### src/apc_pkg.sv
// Purpose: Shared constants and types for the asynchronous peripheral configuration port.
// Assumes: One 20 MHz clock; pin inputs are synchronised inside the port.
// Notes:   The transfer time of the internal byte buffer is a plain default.
package apc_pkg;

    localparam int unsigned CLK_HZ          = 20_000_000;
    localparam int unsigned XFER_TIME_NS    = 400;
    localparam int unsigned XFER_CYCLES     = (XFER_TIME_NS * (CLK_HZ / 1_000_000) + 999) / 1000;
    localparam logic [7:0]  XFER_CNT_MAX    = 8'(XFER_CYCLES);
    localparam logic [7:0]  BYTE_RESET      = 8'h00;
    localparam logic [7:0]  CNT_RESET       = 8'h00;
    localparam logic [6:0]  STATUS_LOW_BITS = 7'h7F;
    localparam int unsigned SYNC_STAGES     = 2;

    typedef enum logic [1:0]
    {
        APC_MODE_PERIPH = 2'b00,
        APC_MODE_CHAIN  = 2'b01,
        APC_MODE_USER   = 2'b10
    } apc_mode_t;

    typedef enum logic [1:0]
    {
        APC_ST_READY = 2'b00,
        APC_ST_WAIT  = 2'b01,
        APC_ST_XFER  = 2'b10
    } apc_state_t;

    // Pin group after synchronisation.
    typedef struct packed
    {
        logic       sel_n;
        logic       sel;
        logic       wr_n;
        logic       rd_n;
        logic [7:0] data;
    } apc_pins_t;

    // Two-signal view of the eight data pins.
    typedef struct packed
    {
        logic [7:0] data_out;
        logic [7:0] data_oe;
    } apc_bus_drive_t;

endpackage

### src/apc_port.sv
// Purpose: Asynchronous peripheral configuration port of a programmable logic device.
// Assumes: Host strobes are asynchronous and held for at least three clock periods.
// Notes:   In user mode the pins are handed to the fabric untouched.
//
// What this block does
// - In peripheral mode, selected only while the low-active select is low and high-active select is high.
// - While selected and ready, a falling write strobe captures the eight data inputs into the buffer.
// - While selected with read strobe low, the top data line shows ready high, busy low.
// - During a status read the seven lower data lines are driven high.
// - If both strobes are low, the write wins and no status is driven.
// - In chain mode the high-active select acts as serial enable for accepting data.
// - After configuration the select and strobe pins become ordinary user pins.
// - In chain mode a status output drives the next device's high-active select.
`timescale 1ns/1ps
module apc_port
(
    input  wire logic              clk,
    input  wire logic              sys_rst,
    input  wire logic              clk_en,
    input  wire apc_pkg::apc_mode_t mode,
    input  wire logic              select_low_active_n,
    input  wire logic              select_high_active,
    input  wire logic              write_strobe_n,
    input  wire logic              read_strobe_n,
    input  wire logic [7:0]        config_byte_bus_in,
    output logic [7:0]             config_byte_bus_out,
    output logic [7:0]             config_byte_bus_oe,
    input  wire logic [7:0]        user_out,
    input  wire logic [7:0]        user_oe,
    output logic [3:0]             user_ctrl_pins,
    output logic [7:0]             user_data_pins,
    input  wire logic              core_ready,
    output logic [7:0]             cfg_byte,
    output logic                   cfg_byte_valid,
    output logic                   next_select_high,
    output logic                   ready_busy_flag
);

    apc_pkg::apc_pins_t     pins_raw;
    apc_pkg::apc_pins_t     pins;
    apc_pkg::apc_state_t    state_q;
    apc_pkg::apc_state_t    state_d;
    apc_pkg::apc_bus_drive_t drive;
    logic [7:0]             buffer_q;
    logic [7:0]             cnt_q;
    logic                   valid_q;
    logic                   wr_prev_q;
    logic [7:0]             cnt_d;

    // Everything below reads synchronised pins, so decisions lag the pins by two edges.
    wire config_mode = (mode != apc_pkg::APC_MODE_USER);
    wire chain_mode  = (mode == apc_pkg::APC_MODE_CHAIN);
    // Chain mode gates on the serial enable alone; peripheral mode needs both selects.
    wire selected    = config_mode && (chain_mode ? pins.sel : (!pins.sel_n && pins.sel));
    wire wr_active   = selected && !pins.wr_n;
    wire rd_active   = selected && !pins.rd_n && pins.wr_n;
    wire wr_fall     = wr_active && wr_prev_q;
    wire is_ready    = (state_q == apc_pkg::APC_ST_READY);
    wire cnt_done    = (cnt_q == apc_pkg::XFER_CNT_MAX);
    // Named decodes for the sequencer and the checks below.
    wire in_xfer     = (state_q == apc_pkg::APC_ST_XFER);
    wire load_byte   = wr_fall && is_ready;
    wire xfer_end    = in_xfer && (state_d == apc_pkg::APC_ST_READY);

    // The counter sits at its start value outside a transfer and parks at its end value.
    assign cnt_d = in_xfer ? (cnt_done ? cnt_q : cnt_q + 8'h01) : apc_pkg::CNT_RESET;

    assign pins_raw = '{sel_n: select_low_active_n, sel: select_high_active,
                        wr_n: write_strobe_n, rd_n: read_strobe_n, data: config_byte_bus_in};

    // The data pins share the strobes' synchroniser, so a byte and its strobe arrive together.
    apc_sync u_sync
    (
        .clk       (clk),
        .sys_rst   (sys_rst),
        .clk_en    (clk_en),
        .pins_raw  (pins_raw),
        .pins_sync (pins)
    );

    // Only a fresh falling write is taken, so a long strobe loads one byte.
    always_comb
    begin
        state_d = state_q;
        case (state_q)
            apc_pkg::APC_ST_READY: if (wr_fall) state_d = apc_pkg::APC_ST_WAIT;
            apc_pkg::APC_ST_WAIT:  if (pins.wr_n || !selected) state_d = apc_pkg::APC_ST_XFER;
            apc_pkg::APC_ST_XFER:  if (cnt_done && core_ready) state_d = apc_pkg::APC_ST_READY;
            default:               state_d = apc_pkg::APC_ST_READY;
        endcase
    end

    // State and the memory of last cycle's write level change together.
    always_ff @(posedge clk or posedge sys_rst)
    begin
        if (sys_rst)
        begin
            state_q   <= apc_pkg::APC_ST_READY;
            wr_prev_q <= 1'b0;
        end
        else if (clk_en)
        begin
            state_q   <= state_d;
            wr_prev_q <= !wr_active;
        end
    end

    // The buffer is written only from an idle port, so a write while busy is dropped.
    always_ff @(posedge clk or posedge sys_rst)
    begin
        if (sys_rst)
        begin
            buffer_q <= apc_pkg::BYTE_RESET;
        end
        else if (clk_en && load_byte)
        begin
            buffer_q <= pins.data;
        end
    end

    // The counter and the done pulse share one block because both follow the transfer state.
    always_ff @(posedge clk or posedge sys_rst)
    begin
        if (sys_rst)
        begin
            cnt_q   <= apc_pkg::CNT_RESET;
            valid_q <= 1'b0;
        end
        else if (clk_en)
        begin
            cnt_q   <= cnt_d;
            valid_q <= xfer_end;
        end
    end

    // The status word is combinational, so a poll sees ready in the cycle that it returns.
    wire [7:0] status_word = {is_ready, apc_pkg::STATUS_LOW_BITS};
    wire [7:0] status_oe   = rd_active ? 8'hFF : 8'h00;
    assign drive = '{data_out: rd_active ? status_word : user_out,
                     data_oe:  config_mode ? status_oe : user_oe};

    // During configuration the control pins read all ones, so all but the high-active select look idle to the fabric.
    assign config_byte_bus_out = drive.data_out;
    assign config_byte_bus_oe  = drive.data_oe;
    assign ready_busy_flag     = is_ready;
    assign cfg_byte            = buffer_q;
    assign cfg_byte_valid      = valid_q;
    assign next_select_high    = chain_mode && !is_ready;
    assign user_ctrl_pins      = config_mode ? 4'hF : {pins.sel_n, pins.sel, pins.wr_n, pins.rd_n};
    assign user_data_pins      = config_mode ? 8'h00 : pins.data;

    // The checks watch synchronised pins, so they describe what the port decides,
    // two edges after the host moves a pin.
    busy_after_write_a: assert property (
        @(posedge clk) disable iff (sys_rst)
        clk_en && wr_fall && is_ready |=> !ready_busy_flag)
        else $error("Write did not report busy.");

    capture_byte_a: assert property (
        @(posedge clk) disable iff (sys_rst)
        clk_en && wr_fall && is_ready |=> cfg_byte == $past(pins.data))
        else $error("Byte not captured.");

    status_top_bit_a: assert property (
        @(posedge clk) disable iff (sys_rst)
        rd_active |-> config_byte_bus_oe[7] && config_byte_bus_out[7] == is_ready)
        else $error("Status bit wrong.");

    status_low_high_a: assert property (
        @(posedge clk) disable iff (sys_rst)
        rd_active |-> config_byte_bus_out[6:0] == 7'h7F && config_byte_bus_oe[6:0] == 7'h7F)
        else $error("Low status lines not high.");

    write_overrides_a: assert property (
        @(posedge clk) disable iff (sys_rst)
        config_mode && !pins.wr_n && !pins.rd_n |-> config_byte_bus_oe == 8'h00)
        else $error("Status driven during write.");

    select_needed_a: assert property (
        @(posedge clk) disable iff (sys_rst)
        !chain_mode && (pins.sel_n || !pins.sel) |=> $stable(cfg_byte))
        else $error("Byte taken without both selects.");

    chain_enable_a: assert property (
        @(posedge clk) disable iff (sys_rst)
        chain_mode && !pins.sel |=> $stable(cfg_byte))
        else $error("Chain accepted without enable.");

    user_release_a: assert property (
        @(posedge clk) disable iff (sys_rst)
        !config_mode |-> config_byte_bus_oe == user_oe && user_ctrl_pins[0] == pins.rd_n)
        else $error("Pins not released.");

    chain_status_a: assert property (
        @(posedge clk) disable iff (sys_rst)
        chain_mode |-> next_select_high == !ready_busy_flag)
        else $error("Chain status wrong.");

    ready_returns_a: assert property (
        @(posedge clk) disable iff (sys_rst)
        clk_en && in_xfer && cnt_done && core_ready |=> ready_busy_flag)
        else $error("Ready not restored.");

    single_pulse_a: assert property (
        @(posedge clk) disable iff (sys_rst)
        clk_en && cfg_byte_valid |=> !cfg_byte_valid)
        else $error("Done pulse longer than one cycle.");

    busy_holds_a: assert property (
        @(posedge clk) disable iff (sys_rst)
        clk_en && !is_ready && !cnt_done |=> !ready_busy_flag)
        else $error("Busy ended before the transfer.");

    write_seen_c:  cover property (@(posedge clk) disable iff (sys_rst) wr_fall && is_ready);
    status_read_c: cover property (@(posedge clk) disable iff (sys_rst) rd_active && !is_ready);
    both_low_c:    cover property (@(posedge clk) disable iff (sys_rst) wr_active && !pins.rd_n);
    byte_done_c:   cover property (@(posedge clk) disable iff (sys_rst) cfg_byte_valid);
    chain_write_c: cover property (@(posedge clk) disable iff (sys_rst) chain_mode && load_byte);

endmodule // apc_port

### src/apc_sync.sv
// Purpose: Two-stage synchroniser for the asynchronous pin group.
// Assumes: Inputs arrive from outside the clock domain.
// Notes:   The first stage is read only by the second stage.
`timescale 1ns/1ps
module apc_sync
(
    input  wire logic               clk,
    input  wire logic               sys_rst,
    input  wire logic               clk_en,
    input  wire apc_pkg::apc_pins_t pins_raw,
    output apc_pkg::apc_pins_t      pins_sync
);

    // Strobes and selects reset to their inactive levels.
    localparam apc_pkg::apc_pins_t IDLE_PINS = '{sel_n: 1'b1, sel: 1'b0, wr_n: 1'b1,
                                                rd_n: 1'b1, data: 8'h00};

    apc_pkg::apc_pins_t stage1_q;
    apc_pkg::apc_pins_t stage2_q;

    always_ff @(posedge clk or posedge sys_rst)
    begin
        if (sys_rst)
        begin
            stage1_q <= IDLE_PINS;
            stage2_q <= IDLE_PINS;
        end
        else if (clk_en)
        begin
            stage1_q <= pins_raw;
            stage2_q <= stage1_q;
        end
    end

    assign pins_sync = stage2_q;

endmodule // apc_sync

### config.mk
export PLATFORM = sky130hd
export DESIGN_NAME = apc_port
export DESIGN_NICKNAME = d
export VERILOG_FILES = /design/src/apc_pkg.sv /design/src/apc_port.sv /design/src/apc_sync.sv
export SDC_FILE = /design/constraint.sdc
export NUM_CORES = 1
export LEC_CHECK = 0
export ABC_CLOCK_PERIOD_IN_PS = 4100
export CELL_PAD_IN_SITES_DETAIL_PLACEMENT = 2
export CELL_PAD_IN_SITES_GLOBAL_PLACEMENT = 2
export CORE_AREA = 4 4 77 79
export CTS_BUF_LIST = sky130_fd_sc_hd__clkbuf_8
export DETAILED_ROUTE_END_ITERATION = 8
export DIE_AREA = 0 0 81 83
export DONT_BUFFER_PORTS = 1
export HOLD_SLACK_MARGIN = 0.08
export PLACE_DENSITY_LB_ADDON = 0.08
export SLEW_MARGIN = 10
export SYNTH_ARGS = -nofsm -noshare
export SYNTH_HDL_FRONTEND = slang
export SYNTH_SLANG_ARGS = --single-unit
### constraint.sdc
create_clock -name clk -period 4.1 [get_ports clk]
set_clock_uncertainty 0.15 [all_clocks]
set_input_delay 0.615 -clock clk [delete_from_list [all_inputs] [get_ports clk]]
set_output_delay 0.615 -clock clk [all_outputs]
set_load 0.005 [all_outputs]
== Word-level counts from Yosys, hierarchy flattened ==
Index checks and enable logic that the tools add are counted.
Word-level totals
  register bits: 44
  latch bits: 0
  bits in writable memories: 0
  ROM bits: 0
  input bits: 34
  output and inout port bits: 39
  logic and storage cells: 55
  memories: 0
Operators by class
  add/subtract/negate cells: 1
  multipliers: 0
  div/mod/pow operators: 0
  magnitude comparators: 0
  equality and inequality tests: 6
  shift operators: 0
  mux-type cells: 12
  bitwise operators: 0
  reduce and logical (&&, ||, !) cells: 21
Operators by type and width (count)
  8-bit two-way mux: 6
  1-bit logical AND: 11
  8-bit by 1-bit adder with 8-bit output, second input constant: 1
  8-bit by 4-bit == test with 1-bit output, second input constant: 1
  1-bit logical NOT: 6
  2-bit two-way mux: 3
  2-bit case mux with 3 select lines: 1
  2-bit by 1-bit == test with 1-bit output, second input constant: 2
  2-bit logical NOT: 2
  4-bit two-way mux: 1
  2-bit != test, second input constant: 2
  2-bit == test, second input constant: 1
  2-bit AND reduction: 1
  1-bit logical OR: 1
  1-bit two-way mux: 1

== Longest topological paths before layout ==
  word-level depth: 10
  mapped depth: 5
  gate-level depth less buffers: 5

== Cells and area by module ==
A second synthesis with hierarchy kept.
Unflattened totals
  cells, all modules: 186
  area total of the unflattened synthesis: 2232.1 µm²
By module, submodules not included
  apc_port: times used 1, cells each 134, area an instance 1223.7 µm², seq. area each 500.5 µm²
  apc_sync: times used 1, cells each 52, area an instance 1008.5 µm², seq. area each 608.1 µm²

== Worst setup path before layout ==
Ideal clock, no wire load.
  kind: input-to-output
  from: in mode[1]
  to: out config_byte_bus_out[7]
  arrival: 1.711 ns
  data required time: 3.335 ns
  slack: 1.624 ns
  stages: 4
  path buffers: 0
  cells stage by stage: nor2b_1 > o21a_1 > nor3_1 > mux2_2
Between the ends
  cells in the longest elaborated chain, start to end: 6
  elaborated cells on any way between the ends: 7
  classes of those cells: eq/ne (2); mux (2); reduce/logical (3)
Ends and longest elaborated chain
  start, declared: RTL line apc_port.sv:20  | input wire apc_pkg::apc_mode_t mode,
  2-bit by 1-bit == test with 1-bit output: RTL line apc_port.sv:52  | wire chain_mode = (mode == apc_pkg::APC_MODE_CHAIN);
  1-bit two-way mux: RTL line apc_port.sv:54  | wire selected = config_mode && (chain_mode ? pins.sel : (!pins.sel_n && pins.sel));
  1-bit logical AND *: RTL line apc_port.sv:54
  1-bit logical AND * (2 in series): RTL line apc_port.sv:56  | wire rd_active = selected && !pins.rd_n && pins.wr_n;
  8-bit two-way mux *: RTL line apc_port.sv:139  | assign drive = '{data_out: rd_active ? status_word : user_out,
  end, declared: RTL line apc_port.sv:26  | output logic [7:0] config_byte_bus_out,
Mark *: on every way between the ends. The rest lies on a longest branch, timed or not.

== Worst setup path after layout ==
Same ends and word-level chain as after synthesis.

==> flow_summary.toml <==
[outcome]
status = "complete, no violations"

[hold_path]
hp-class = "in2async"

[cts]
cts.clk_slew.worst_paths_ns = 0.08
clock_latency_ns = 0.29
cts-buffers-inserted = 5
clockBufferDepth = 2
post_cts_buffers = 0
htreeDepth = 2
cts_tree = "built"
post_cts_resized = 0
cts_sinks = 44
cts_hold_buf = 0
cts_root_buf = "clkbuf_8"

[global_route]
grt_pass1_wl_mm = 7.41
gr-usage-met1_pct = 15.5
grt_pass1_vias = 1525
overflow = 0
grt_max_degree = 45
antenna_found_initial = 0
grt_busiest_layer = "met2"
grt_usage_pct = 14.1
grt_util_met2_pct = 25.1
met3_usage_pct = 4.56

[job]
max_cap_violations = 0

[place]
portBuffers = 0
routabilityCongestion = 0.690
post-dp-hpwl_mm = 3.43

[yosys]
async_flop_share_pct = 100
synth_seq_cells = 44
synth_most_common_cell = "dfrtp_1"
synth_top_cell_area_share_pct = 45.9
synth_top_flop_cell = "dfrtp_1"
netlist_area_sq_mm = 0.00207
synth_edf_count = 0
synth_top_cell_by_area = "dfrtp_1"
ys_seq_area_share_pct = 53.5
syn-num-nets = 207
syn_area_per_cell_sq_um = 12.1
synthTopCellsByArea = "dfrtp_1 (46%), mux2_2 (18%), dfstp_2 (7.6%)"
synthTopCellsByCount = "dfrtp_1 (38), mux2_2 (34), nor2_1 (9)"
synth_cells = 171
yosysWarnings = 0
synth_cell_type_count = 32

[timing]
fin_crit_sh_pct = 66.8
fmax_mhz = 365
setup_tns_ns = 0
finalHoldViolCount = 0
rsz0062_at_grt = "false"
slew_headroom_pct = 43.4
report.final.slew_viol_count = 0
setup_viol = 0
worstMarginPinSlew_ns = 0.846
layout_min_cycle_time_ns = 2.74

[floorplanning]
dieArea_sq_mm = 0.00672
core_area_sq_mm = 0.00534
chipWidth_um = 81
initial_utilization_pct = 38.8
rows = 27
die_h_um = 83
io_pins = 73

[setup_path]
crit_path_max_fanout = 21
crit_type = "in2out"
reg2reg_slack_ns = 1.81
endpoint_kind = "output pin"
r2r_cells = 4
r2r_start = "state_q[0]"
crit_path_start_kind = "input pin"
reg2reg_to = "cfg_byte[6]"
arrival_ns = 1.97
cp.required_ns = 3.34

[routing]
wirelength_mm = 4.56
ant_nets = 0
route.vias.total = 1332
routedWlPerCell_um = 18.5
firstDrtPassIters = 3
drc_errors = 0
initialDrtViolationCount = 50
avgViaCountPerCell = 5.41

[power_and_ir_drop]
p_int_w = 0.000819
pwr-share-comb_pct = 18.6
powerDensity_mw_per_mm2 = 502
sequentialPowerShare_pct = 52.1
power.share.clock_pct = 29.3
ir_drop_uv = 248
sw_frac_of_total_pct = 28.0
p_sw_w = 0.000319
power.leakage_nw = 0.997
p_total_w = 0.00114

[final_layout]
fillers = 570
diodes = 0
layout-drive-gt1-share_pct = 34.5
multi_input_area_sq_um = 917
area_growth_pct = 9.48
register_area_sq_mm = 0.00111
final_nets = 209
## power by group through the flow
| stage | clock network [W] | registers [W] | logic (W) |
|---|---|---|---|
| 6_report | 0.000333 | 0.000593 | 0.000211 |
| 5_1_grt | 0.000371 | 0.000608 | 0.000242 |
| 4_1_cts | 0.000349 | 0.000597 | 0.000219 |
| 3_5_place_dp | 0 | 0.000605 | 0.000218 |
| 3_3_place_gp | 0 | 0.000597 | 0.000202 |
| 2_1_floorplan | 0 | 0.000580 | 0.000182 |
## critical path, cell delays in order
cell and delay, ns:
nor2b_1 0.11, buf_4 0.19, o21a_1 0.24, nor3_1 0.22, buf_4 0.23, mux2_2 0.36
## flip-flops by register name, summed over array words and instances, names as in the netlist
name	count
wr_prev_q	1
u_sync.stage1_q	12
cnt_q	8
cfg_byte_valid	1
u_sync.pins_sync	12
cfg_byte	8
state_q	2
## worst max-delay path by stage
stage,cells past startpoint,startpoint,slack (ns),to
floorplan,4,mode[1],1.62,config_byte_bus_out[7]
global placement,6,mode[1],1.45,config_byte_bus_out[7]
detailed placement,6,mode[1],1.33,config_byte_bus_out[7]
CTS,6,mode[1],1.32,config_byte_bus_out[7]
global route,6,mode[1],1.30,config_byte_bus_out[7]
finish,6,mode[1],1.36,config_byte_bus_out[7]
## placed cells by master (no fill, tap or decap), types with 3 or more instances in the layout
master and count:
clkbuf_8 5, a21oi_1 4, a21o_1 8, and2_1 8
o21ai_0 4, nor2_1 9, a22o_1 4, nor3_1 3
nand3_1 5, mux2_2 34, or2_2 8, dfrtp_1 38
o2bb2ai_1 3, buf_4 3, inv_1 3, nand2b_1 6
dfstp_2 6, nor2b_1 3
## layer usage
metal,vias up,part of all wire [%]
met5,-,0
met4,0,1.1
met3,4,9.3
met2,59,51
met1,673,38
li1,596,-
## final cells by class
type                            count  area share [%]
Clock inverter                      3            2.04
Sequential cell                    44            48.9
Multi-Input combinational cell    115            40.4
Tap cell                           72            3.97
Inverter                            4           0.662
Clock buffer                        5            3.03
Timing Repair Buffer                3           0.993
## metrics by stage
stage	cells	hold slack (ns)	area, sq um	util [%]	setup slack, ns
6_report	246	0.175	2270	42.5	1.36
5_1_grt	246	0.220	2270	42.5	1.30
4_1_cts	246	0.190	2270	42.5	1.32
3_5_place_dp	238	0.347	2150	40.3	1.33
3_3_place_gp	238	0.333	2150	40.3	1.45
2_1_floorplan	171	0.325	2070	-	1.62
## logic make-up after synthesis
| group | count (synthesis) | synth area share [%] |
|---|---|---|
| AOI/OAI and AO/OA | 26 | 8.88 |
| xor gates and xnor gates | 2 | 0.846 |
| adders and majority gates | 2 | 1.21 |
| buffers and inverters | 12 | 2.23 |
| DFF | 44 | 53.5 |
| muxes | 35 | 19.0 |
| and+or+nand+nor | 50 | 14.4 |
No activity file was read; power rests on OpenSTA's default activity.
